<file path="src/tips_pkg.sv">
// Package for the timer capture and high interrupt pin select block.
// Holds register offsets, field layouts, reset values and pin carriers.
// Assumes an AXI4-Lite master with 32-bit data and a single clock.

package tips_pkg;

    // ------------------------------------------------------------
    // Register map
    // ------------------------------------------------------------
    localparam int unsigned TIPS_ADDR_W = 4;
    localparam logic [3:0] TIPS_OFS_TMR_SEL = 4'h0;
    localparam logic [3:0] TIPS_OFS_IRQ_SEL = 4'h4;
    localparam logic [3:0] TIPS_OFS_PIN_STATE = 4'h8;

    // ------------------------------------------------------------
    // Field positions in timer_capture_pin_select
    // ------------------------------------------------------------
    localparam int unsigned TIPS_CH5A_CAPTURE_ROUTE = 7;
    localparam int unsigned TIPS_CH4A_CAPTURE_ROUTE = 6;
    localparam int unsigned TIPS_CH3A_CAPTURE_ROUTE = 5;
    localparam int unsigned TIPS_CH3C_CAPTURE_ROUTE = 4;
    localparam int unsigned TIPS_CH2A_CAPTURE_ROUTE = 3;
    localparam int unsigned TIPS_CH1A_CAPTURE_ROUTE = 2;
    localparam int unsigned TIPS_CH0A_CAPTURE_ROUTE = 1;
    localparam int unsigned TIPS_CH0C_CAPTURE_ROUTE = 0;

    // ------------------------------------------------------------
    // Field positions in high_irq_pin_select
    // ------------------------------------------------------------
    localparam int unsigned TIPS_REQ11_SOURCE_SEL = 3;
    localparam int unsigned TIPS_REQ10_SOURCE_SEL = 2;
    localparam int unsigned TIPS_REQ9_SOURCE_SEL = 1;
    localparam int unsigned TIPS_REQ8_SOURCE_SEL = 0;
    localparam int unsigned TIPS_IRQ_SEL_W = 4;

    // ------------------------------------------------------------
    // Reset values and bus answers
    // ------------------------------------------------------------
    localparam logic [7:0] TIPS_TMR_SEL_RESET = 8'h00;
    localparam logic [3:0] TIPS_IRQ_SEL_RESET = 4'h0;
    localparam logic [1:0] TIPS_RESP_OKAY = 2'h0;
    localparam logic [1:0] TIPS_RESP_SLVERR = 2'h2;

    // Pin index in the joined vector {port 3, port 2}.
    localparam int unsigned TIPS_PORT3_BASE = 8;

    // Compare drive from the timer channels, one bit per function.
    typedef struct packed {
        logic [7:0] level;
        logic [7:0] oe;
    } tips_cmp_type;

    // Drive toward the port 2 and port 3 pads, port 3 in the upper byte.
    typedef struct packed {
        logic [15:0] level;
        logic [15:0] oe;
    } tips_pad_type;

endpackage

</file>
<file path="src/tips_pin_sync.sv">
// Three-stage synchroniser with agreement filter for pad inputs.
// Assumes the inputs are asynchronous to aclk.
`timescale 1ns/1ps
`default_nettype none

module tips_pin_sync #(
    parameter int unsigned WIDTH = 8
) (
    input  wire logic             aclk,
    input  wire logic             aresetn,
    input  wire logic [WIDTH-1:0] pin_async,
    output logic      [WIDTH-1:0] pin_level
);

    // ------------------------------------------------------------
    // Elaboration check
    // ------------------------------------------------------------
    if (WIDTH < 1) begin : g_bad_width
        $error("tips_pin_sync needs WIDTH of at least 1.");
    end

    typedef struct packed {
        logic [WIDTH-1:0] stage1;
        logic [WIDTH-1:0] stage2;
        logic [WIDTH-1:0] stage3;
        logic [WIDTH-1:0] level;
    } tips_sync_type;

    tips_sync_type s;
    tips_sync_type next_s;

    // Shift the pads in and accept a level once stages two and three agree.
    always_comb begin
        next_s = s;
        next_s.stage1 = pin_async;
        next_s.stage2 = s.stage1;
        next_s.stage3 = s.stage2;
        for (int i = 0; i < WIDTH; i++) begin
            if (s.stage2[i] == s.stage3[i]) begin
                next_s.level[i] = s.stage2[i];
            end
        end
    end

    // Register the state.
    always_ff @(posedge aclk) begin
        if (!aresetn) begin
            s <= '0;
        end else begin
            s <= next_s;
        end
    end

    assign pin_level = s.level;

endmodule
`default_nettype wire

</file>
<file path="src/tips_pin_select.sv">
// Timer capture and high interrupt pin select block with AXI4-Lite access.
// Assumes the timer and interrupt logic run on aclk and the pads are asynchronous.
//
// Local design decisions: the AXI4-Lite register port and the register offsets.
`timescale 1ns/1ps
`default_nettype none

module tips_pin_select
    import tips_pkg::*;
(
    input  wire logic                   aclk,
    input  wire logic                   aresetn,
    // AXI4-Lite write address channel.
    input  wire logic [TIPS_ADDR_W-1:0] awaddr,
    input  wire logic [2:0]             awprot,
    input  wire logic                   awvalid,
    output logic                        awready,
    // AXI4-Lite write data channel.
    input  wire logic [31:0]            wdata,
    input  wire logic [3:0]             wstrb,
    input  wire logic                   wvalid,
    output logic                        wready,
    // AXI4-Lite write response channel.
    output logic [1:0]                  bresp,
    output logic                        bvalid,
    input  wire logic                   bready,
    // AXI4-Lite read address channel.
    input  wire logic [TIPS_ADDR_W-1:0] araddr,
    input  wire logic [2:0]             arprot,
    input  wire logic                   arvalid,
    output logic                        arready,
    // AXI4-Lite read data channel.
    output logic [31:0]                 rdata,
    output logic [1:0]                  rresp,
    output logic                        rvalid,
    input  wire logic                   rready,
    // Pads of port 2, port 3 and the low half of port 6.
    input  wire logic [7:0]             port2_in,
    input  wire logic [7:0]             port3_in,
    input  wire logic [3:0]             port6_in,
    output tips_pad_type                pad_drive,
    // Timer side: compare drive in, capture levels out.
    input  wire tips_cmp_type           timer_compare,
    output logic [7:0]                  timer_capture,
    // Interrupt side: requests 11 down to 8.
    output logic [3:0]                  irq_request
);

    // ------------------------------------------------------------
    // State
    // ------------------------------------------------------------
    typedef struct packed {
        logic                   awready;
        logic                   wready;
        logic                   bvalid;
        logic [1:0]             bresp;
        logic                   arready;
        logic                   rvalid;
        logic [1:0]             rresp;
        logic [31:0]            rdata;
        logic                   aw_held;
        logic [TIPS_ADDR_W-1:0] aw_addr;
        logic                   w_held;
        logic [7:0]             w_data;
        logic                   w_lane0;
        logic [7:0]             tmr_sel;
        logic [3:0]             irq_sel;
        logic [7:0]             capture;
        logic [3:0]             irq;
        tips_pad_type           pad;
    } tips_state_type;

    tips_state_type s;
    tips_state_type next_s;

    logic [7:0] port2_level;
    logic [7:0] port3_level;
    logic [3:0] port6_level;

    // ------------------------------------------------------------
    // Pad synchronisers
    // ------------------------------------------------------------

    // Port 2 carries timer pins and the A sources of requests 8 to 11.
    tips_pin_sync #(
        .WIDTH(8)
    ) u_sync_port2 (
        .aclk     (aclk),
        .aresetn  (aresetn),
        .pin_async(port2_in),
        .pin_level(port2_level)
    );

    // Port 3 carries the timer pins of channels 0 to 2.
    tips_pin_sync #(
        .WIDTH(8)
    ) u_sync_port3 (
        .aclk     (aclk),
        .aresetn  (aresetn),
        .pin_async(port3_in),
        .pin_level(port3_level)
    );

    // Port 6 carries the B sources of requests 8 to 11.
    tips_pin_sync #(
        .WIDTH(4)
    ) u_sync_port6 (
        .aclk     (aclk),
        .aresetn  (aresetn),
        .pin_async(port6_in),
        .pin_level(port6_level)
    );

    // ------------------------------------------------------------
    // Helpers
    // ------------------------------------------------------------

    // Picks the alternate pin when the select is set, the shared pin otherwise.
    function automatic logic pick(input logic sel, input logic shared_pin, input logic alt_pin);
        pick = sel ? alt_pin : shared_pin;
    endfunction

    // Tells whether a word address names one of the three registers.
    function automatic logic mapped(input logic [TIPS_ADDR_W-1:0] addr);
        mapped = (addr == TIPS_OFS_TMR_SEL) || (addr == TIPS_OFS_IRQ_SEL)
              || (addr == TIPS_OFS_PIN_STATE);
    endfunction

    // ------------------------------------------------------------
    // Next-state logic
    // ------------------------------------------------------------
    logic                   aw_take;
    logic                   w_take;
    logic                   ar_take;
    logic                   have_aw;
    logic                   have_w;
    logic [TIPS_ADDR_W-1:0] wr_addr;
    logic [TIPS_ADDR_W-1:0] rd_addr;
    logic [7:0]             wr_byte;
    logic                   wr_lane0;

    // Handshakes seen at this edge, merged with any half already held.
    always_comb begin
        aw_take = awvalid && s.awready;
        w_take = wvalid && s.wready;
        ar_take = arvalid && s.arready;
        have_aw = s.aw_held || aw_take;
        have_w = s.w_held || w_take;
        wr_addr = s.aw_held ? s.aw_addr : {awaddr[TIPS_ADDR_W-1:2], 2'h0};
        wr_byte = s.w_held ? s.w_data : wdata[7:0];
        wr_lane0 = s.w_held ? s.w_lane0 : wstrb[0];
        rd_addr = {araddr[TIPS_ADDR_W-1:2], 2'h0};
    end

    always_comb begin
        next_s = s;

        // Write path: hold whichever half arrives first.
        if (aw_take) begin
            next_s.aw_held = 1'b1;
            next_s.aw_addr = wr_addr;
        end
        if (w_take) begin
            next_s.w_held = 1'b1;
            next_s.w_data = wr_byte;
            next_s.w_lane0 = wr_lane0;
        end

        // Retire the response once the master takes it.
        if (s.bvalid && bready) begin
            next_s.bvalid = 1'b0;
        end

        // Both halves present: update the register and answer in the same edge.
        if (have_aw && have_w && !s.bvalid) begin
            next_s.aw_held = 1'b0;
            next_s.w_held = 1'b0;
            next_s.bvalid = 1'b1;
            next_s.bresp = TIPS_RESP_OKAY;
            if (wr_addr == TIPS_OFS_TMR_SEL) begin
                if (wr_lane0) begin
                    next_s.tmr_sel = wr_byte;
                end
            end else if (wr_addr == TIPS_OFS_IRQ_SEL) begin
                if (wr_lane0) begin
                    next_s.irq_sel = wr_byte[TIPS_IRQ_SEL_W-1:0];
                end
            end else begin
                // The status word and unmapped words refuse writes.
                next_s.bresp = TIPS_RESP_SLVERR;
            end
        end

        // A new half is accepted only while neither it nor a response is pending.
        next_s.awready = !next_s.aw_held && !next_s.bvalid;
        next_s.wready = !next_s.w_held && !next_s.bvalid;

        // Read path: one read at a time, data fixed until taken.
        if (s.rvalid && rready) begin
            next_s.rvalid = 1'b0;
        end
        if (ar_take) begin
            next_s.rvalid = 1'b1;
            next_s.rresp = mapped(rd_addr) ? TIPS_RESP_OKAY : TIPS_RESP_SLVERR;
            next_s.rdata = 32'h0000_0000;
            if (rd_addr == TIPS_OFS_TMR_SEL) begin
                next_s.rdata[7:0] = s.tmr_sel;
            end else if (rd_addr == TIPS_OFS_IRQ_SEL) begin
                next_s.rdata[TIPS_IRQ_SEL_W-1:0] = s.irq_sel;
            end else if (rd_addr == TIPS_OFS_PIN_STATE) begin
                next_s.rdata[11:0] = {s.irq, s.capture};
            end
        end
        next_s.arready = !next_s.rvalid;

        // Capture routing from the current selects.
        next_s.capture[TIPS_CH5A_CAPTURE_ROUTE] =
            pick(s.tmr_sel[TIPS_CH5A_CAPTURE_ROUTE], port2_level[6], port2_level[7]);
        next_s.capture[TIPS_CH4A_CAPTURE_ROUTE] =
            pick(s.tmr_sel[TIPS_CH4A_CAPTURE_ROUTE], port2_level[5], port2_level[4]);
        next_s.capture[TIPS_CH3A_CAPTURE_ROUTE] =
            pick(s.tmr_sel[TIPS_CH3A_CAPTURE_ROUTE], port2_level[1], port2_level[0]);
        next_s.capture[TIPS_CH3C_CAPTURE_ROUTE] =
            pick(s.tmr_sel[TIPS_CH3C_CAPTURE_ROUTE], port2_level[2], port2_level[3]);
        next_s.capture[TIPS_CH2A_CAPTURE_ROUTE] =
            pick(s.tmr_sel[TIPS_CH2A_CAPTURE_ROUTE], port3_level[6], port3_level[7]);
        next_s.capture[TIPS_CH1A_CAPTURE_ROUTE] =
            pick(s.tmr_sel[TIPS_CH1A_CAPTURE_ROUTE], port3_level[4], port3_level[5]);
        next_s.capture[TIPS_CH0A_CAPTURE_ROUTE] =
            pick(s.tmr_sel[TIPS_CH0A_CAPTURE_ROUTE], port3_level[0], port3_level[1]);
        next_s.capture[TIPS_CH0C_CAPTURE_ROUTE] =
            pick(s.tmr_sel[TIPS_CH0C_CAPTURE_ROUTE], port3_level[2], port3_level[3]);

        // Interrupt request routing from the current selects.
        next_s.irq[TIPS_REQ11_SOURCE_SEL] =
            pick(s.irq_sel[TIPS_REQ11_SOURCE_SEL], port2_level[3], port6_level[3]);
        next_s.irq[TIPS_REQ10_SOURCE_SEL] =
            pick(s.irq_sel[TIPS_REQ10_SOURCE_SEL], port2_level[2], port6_level[2]);
        next_s.irq[TIPS_REQ9_SOURCE_SEL] =
            pick(s.irq_sel[TIPS_REQ9_SOURCE_SEL], port2_level[1], port6_level[1]);
        next_s.irq[TIPS_REQ8_SOURCE_SEL] =
            pick(s.irq_sel[TIPS_REQ8_SOURCE_SEL], port2_level[0], port6_level[0]);

        // Compare drive always stays on the shared pin, whatever the select.
        next_s.pad = '0;
        next_s.pad.level[6] = timer_compare.level[TIPS_CH5A_CAPTURE_ROUTE];
        next_s.pad.oe[6] = timer_compare.oe[TIPS_CH5A_CAPTURE_ROUTE];
        next_s.pad.level[5] = timer_compare.level[TIPS_CH4A_CAPTURE_ROUTE];
        next_s.pad.oe[5] = timer_compare.oe[TIPS_CH4A_CAPTURE_ROUTE];
        next_s.pad.level[1] = timer_compare.level[TIPS_CH3A_CAPTURE_ROUTE];
        next_s.pad.oe[1] = timer_compare.oe[TIPS_CH3A_CAPTURE_ROUTE];
        next_s.pad.level[2] = timer_compare.level[TIPS_CH3C_CAPTURE_ROUTE];
        next_s.pad.oe[2] = timer_compare.oe[TIPS_CH3C_CAPTURE_ROUTE];
        next_s.pad.level[TIPS_PORT3_BASE + 6] = timer_compare.level[TIPS_CH2A_CAPTURE_ROUTE];
        next_s.pad.oe[TIPS_PORT3_BASE + 6] = timer_compare.oe[TIPS_CH2A_CAPTURE_ROUTE];
        next_s.pad.level[TIPS_PORT3_BASE + 4] = timer_compare.level[TIPS_CH1A_CAPTURE_ROUTE];
        next_s.pad.oe[TIPS_PORT3_BASE + 4] = timer_compare.oe[TIPS_CH1A_CAPTURE_ROUTE];
        next_s.pad.level[TIPS_PORT3_BASE + 0] = timer_compare.level[TIPS_CH0A_CAPTURE_ROUTE];
        next_s.pad.oe[TIPS_PORT3_BASE + 0] = timer_compare.oe[TIPS_CH0A_CAPTURE_ROUTE];
        next_s.pad.level[TIPS_PORT3_BASE + 2] = timer_compare.level[TIPS_CH0C_CAPTURE_ROUTE];
        next_s.pad.oe[TIPS_PORT3_BASE + 2] = timer_compare.oe[TIPS_CH0C_CAPTURE_ROUTE];
    end

    // ------------------------------------------------------------
    // State register
    // ------------------------------------------------------------

    // Synchronous reset clears the bus and returns every select to zero.
    always_ff @(posedge aclk) begin
        if (!aresetn) begin
            s <= '0;
            s.tmr_sel <= TIPS_TMR_SEL_RESET;
            s.irq_sel <= TIPS_IRQ_SEL_RESET;
        end else begin
            s <= next_s;
        end
    end

    // ------------------------------------------------------------
    // Outputs, all straight from the state register
    // ------------------------------------------------------------
    assign awready = s.awready;
    assign wready = s.wready;
    assign bvalid = s.bvalid;
    assign bresp = s.bresp;
    assign arready = s.arready;
    assign rvalid = s.rvalid;
    assign rresp = s.rresp;
    assign rdata = s.rdata;
    assign pad_drive = s.pad;
    assign timer_capture = s.capture;
    assign irq_request = s.irq;

endmodule
`default_nettype wire

</file>
<file path="config.mk">
export PLATFORM = sky130hd
export DESIGN_NAME = tips_pin_select
export DESIGN_NICKNAME = d
export VERILOG_FILES = /design/src/tips_pkg.sv /design/src/tips_pin_sync.sv /design/src/tips_pin_select.sv
export SDC_FILE = /design/constraint.sdc
export NUM_CORES = 1
export LEC_CHECK = 0
export ABC_AREA = 1
export BUFFER_PORTS_ARGS = -buffer_cell sky130_fd_sc_hd__buf_4
export CAP_MARGIN = 10
export CORE_ASPECT_RATIO = 1.75
export CORE_MARGIN = 2
export CORE_UTILIZATION = 50
export CTS_BUF_LIST = sky130_fd_sc_hd__clkbuf_4 sky130_fd_sc_hd__clkbuf_8
export DETAILED_ROUTE_END_ITERATION = 12
export MAX_ROUTING_LAYER = met4
export PLACE_DENSITY = 0.78
export RECOVER_POWER = 50
export SYNTH_ARGS = -nofsm -noshare
export SYNTH_HDL_FRONTEND = slang
export SYNTH_HIERARCHICAL = 1
export SYNTH_SLANG_ARGS = --single-unit
</file>
<file path="constraint.sdc">
create_clock -name aclk -period 1.49 [get_ports aclk]
set_clock_uncertainty 0.2 [all_clocks]
set_input_delay 0.2235 -clock aclk [delete_from_list [all_inputs] [get_ports aclk]]
set_output_delay 0.2235 -clock aclk [all_outputs]
set_load 0.01 [all_outputs]
</file>
==> results <==
- The synthesized netlist occupies a cell area of roughly 6100 um^2.
- The beginning of the worst register-to-register path is s[70].
- The share of synthesized cell area in and, or, nand and nor gates is 0.1699.
- The yosys synthesis warning count is 6.
- The number of distinct library cells after synthesis is 28.
- The end of the critical path is s[47].
- The static leakage power is between 3 and 4 nW.
- The HPWL after detailed placement is between 7000 and 8000 um.
- The clock net sink count is around 150.
- The worst setup path is launched from a flip-flop.
- The adder-cell area share of the yosys netlist is 0.
- The CTS tree is built.
- The overall die height is between 150 and 200 um.
- 0 antenna diodes ended up in the layout.
- The compound-gate portion of the synthesized area is 0.09573.
- The largest family of logic cells by synthesized area is buffers and inverters.
- The number of hold violations in the final report is 0.
- The average vias per placed instance is 4.551.
- The register area is 3090 um^2.
- Grouping stages by cell kind, the critical path spends the most delay in simple AND/OR/NAND/NOR gates.
- The final weighted congestion in routability-driven placement is between 0.8 and 0.9.
- The layout has ~990 filler cells.
- Leaving out fill and tap cells, the most frequent cell in the layout is dfxtp_1.
- Setup violations remaining at the end of the flow were counted as 0.
- The longest clock path from root to sink contains 2 buffers.
- The multiplexer fraction of the synthesized cell area is 0.01315.
- In this run, synthesis produced a sequential element count of 154.
- Of the synthesized area, sequential elements account for 0.5062.
- The root buffer cell is clkbuf_8.
- The horizontal extent of the die is slightly below 90 um.
- The worst register-to-register path has a setup slack of approximately 3.3 ps.
- Summed over all layers, the routed wires come to ~12,000 um.
- The area of the core region is 11,940 um^2.
- In this run the power density over the cells is 1140 nW/um^2.
- Counting both buffers and inverters, the worst setup path holds a total of 0.
- The number of antenna-violating nets in the routed design is 0.
- The relative area change from synthesis to final layout is 25.43%.
- The routed wire length per instance is between 10 and 15 um.
- The library cells used most frequently in the layout, excluding fill and tap cells, are dfxtp_1 (150), nand2_1 (129), inv_1 (109).
- For this run, the total global-route usage over all layers was measured as 0.1908.
- Clock-pin slew was measured on the worst setup and hold paths at about 80 ps.
- The data required time of the worst path is between 1500 and 2000 ps.
- The level count of the clock H-tree is 4.
- The initial antenna violation count is 0.
- Counting buffers and inverters, the worst setup path is 7 cells deep.
- The via count of the first global-routing pass is ~4.1k.
- The reg-to-reg critical path endpoint is s[47].
- The first global-routing pass estimated about 19,000 um of wire.
- In the routed design, unresolved DRC markers number 0.
- After the last flow step, the layout net total stands at about 960.
- For this run, the slowest stage of the critical path takes about 410 ps.
- The run finished with clean final reports.
- The share of final-layout standard cells stronger than drive strength 1 is 0.2526.
- The number of buffers created by CTS is 17.
- The top fanout value on the critical path is 8.
- The die area is 13,110 um^2.
- The maximum number of pins on one net before global-route repair is between 40 and 50.
- The clock period could shrink to 1487 ps.
- The path depth of the worst reg2reg path is 7.
- The first-pass iteration count of the detailed router is 5.
- The largest individual stage delay along the critical path comes from the cell dfxtp_4.
- STA classifies the critical path endpoint as a flip-flop.
- The maximum vdd drop is between 0.5 and 0.6 mV.
- The detailed router finished its first iteration with 284 violations.
- The final max-slew violation count is 0.
- Once layout is complete, the utilization of the core stands at 0.6400.
- Hold is met by around 25 ps.
- The area of the multi-input gates is a little under 2000 um^2.
- The final period utilization is 0.9978.
- The count of input and output buffers is a little over 100.
- The count of boundary I/O pins is ~180.
- The number of placement rows is 53.
- Max-cap violations in this run came to 0.
- Synthesis handed over a netlist of 738 instances.
- The launching instance or port of the critical path is s[70].
- A synthesized cell averages slightly above 8 um^2.
- The initial utilization of the core area, before any placement, comes to 0.5103.
- For the worst setup path, the data arrival time is ~1600 ps.
- Walking the worst path, the cells encountered are nand2_1, nand2_4, nand2_4, nor2_4, nand3_2, nand2_1, nor2_1.
- Summed over all layers, the global routing overflow is 0.
- The highest clock rate is between 0.6 and 0.7 GHz.
- In this run the worst hold path is classified as in2reg.
- Setup repair after global routing could not meet its margin everywhere.
- The category of the critical setup timing path is reg2reg.
- Clock latency on the worst-skew pair, taken at its later pin, is 440 ps.
- Of the total synthesized cell area, the portion taken by XOR and XNOR cells is 0.
- The final route contains about 4.6k vias.
report_power, final:
group	internal [mW]	switching, mW	total, mW
Sequential	4.28	0.0824	4.36
Combinational	0.490	0.544	1.03
Clock	1.85	1.46	3.31
Total	6.62	2.09	8.71
state kept, by name (all words and copies together), names as in the netlist, 4 cells and up:
register and flops:
s 27, pad_drive 16, u_sync_port2/next_s 16, u_sync_port3/next_s 16, rdata 12, timer_capture 8
u_sync_port2/pin_level 8, u_sync_port2/s 8, u_sync_port3/pin_level 8, u_sync_port3/s 8, u_sync_port6/next_s 8, irq_request 4
u_sync_port6/pin_level 4, u_sync_port6/s 4
final cells by class:
| cell class | count | area share |
|---|---|---|
| Sequential cell | 154 | 0.4045 |
| Timing Repair Buffer | 187 | 0.2036 |
| Clock buffer | 22 | 0.03881 |
| Tap cell | 137 | 0.02244 |
| Multi-Input combinational cell | 390 | 0.2563 |
| Inverter | 112 | 0.05601 |
| Clock inverter | 10 | 0.01834 |
synth_stat cells:
cell type / count / area, um^2
nor2_8: 1 / 20.02
nor2_4: 4 / 45.04
nand2_1: 140 / 525.5
inv_2: 1 / 3.750
nand3_4: 1 / 17.52
nand2_2: 3 / 18.77
nor2_1: 59 / 221.5
conb_1: 1 / 3.750
a31oi_1: 7 / 43.79
mux2i_1: 8 / 80.08
buf_6: 5 / 56.30
a41oi_1: 1 / 8.760
buf_4: 104 / 780.8
buf_1: 1 / 3.750
dfxtp_1: 154 / 3083
nor3_4: 1 / 16.27
o21ai_0: 37 / 185.2
clkbuf_1: 6 / 22.52
o21ai_2: 12 / 105.1
a21oi_1: 48 / 240.2
nor2_2: 1 / 6.260
inv_1: 110 / 412.9
nor3_1: 1 / 5.000
inv_4: 1 / 6.260
buf_2: 4 / 20.02
nand2_4: 3 / 33.78
nand3_1: 23 / 115.1
nand3_2: 1 / 10.01
logic make-up after synthesis:
logic type | count (synthesis)
AND/OR/NAND/NOR | 238
flip-flops | 154
other | 1
buffers and inverters | 232
AO/OA/AOI/OAI | 105
multiplexers | 8
metal layers:
layer  GRT usage  share of wire  vias up  routed length (um)
li1            -              -     2378                   -
met5           -              0        -                   0
met2      0.3265           0.52      173                6238
met3     0.05681          0.073       34                 886
met1      0.1965           0.37     2021                4524
met4     0.08923          0.036        0                 433
worst reg2reg max path, stage by stage (launching register included):
cell	delay [ps]
dfxtp_4	410
nand2_1	120
nand2_4	130
nand2_4	70
nor2_4	240
nand3_2	110
nand2_1	70
nor2_1	40
worst min-delay path by stage:
stage                                 startpoint                     end  depth (start not counted)
final                                     wvalid                   s[65]                          5
after global routing                      wvalid                   s[65]                          5
after CTS                                 wvalid                   s[65]                          5
after detailed placement  u_sync_port6/next_s[9]  u_sync_port6/next_s[5]                          2
after global placement    u_sync_port6/next_s[9]  u_sync_port6/next_s[5]                          2
after floorplan                 timer_compare[0]           pad_drive[10]                          2
repair_timing:
item,in CTS,in global routing
hold buffers,54,0
cloned,1,0
pin swaps,1,19
gates resized for setup,5,33
hold endpoints to repair,73,0
buffers inserted,0,6
setup endpoints to repair,12,23
metrics by stage:
step                area [um^2]  std cells  power, mW  setup WS (ps)  setup TNS, ps
detailed placement         6484        919      5.273         -71.06         -348.9
floorplan                  6230        775      5.038          115.1              0
global placement           6484        919      5.254         -47.86         -154.5
finish                     7640       1012      8.707          3.264              0
global route               7640       1012      9.109         -85.73         -625.5
CTS                        7486       1006      8.708          1.102              0
No activity file was read; power rests on OpenSTA's default activity.
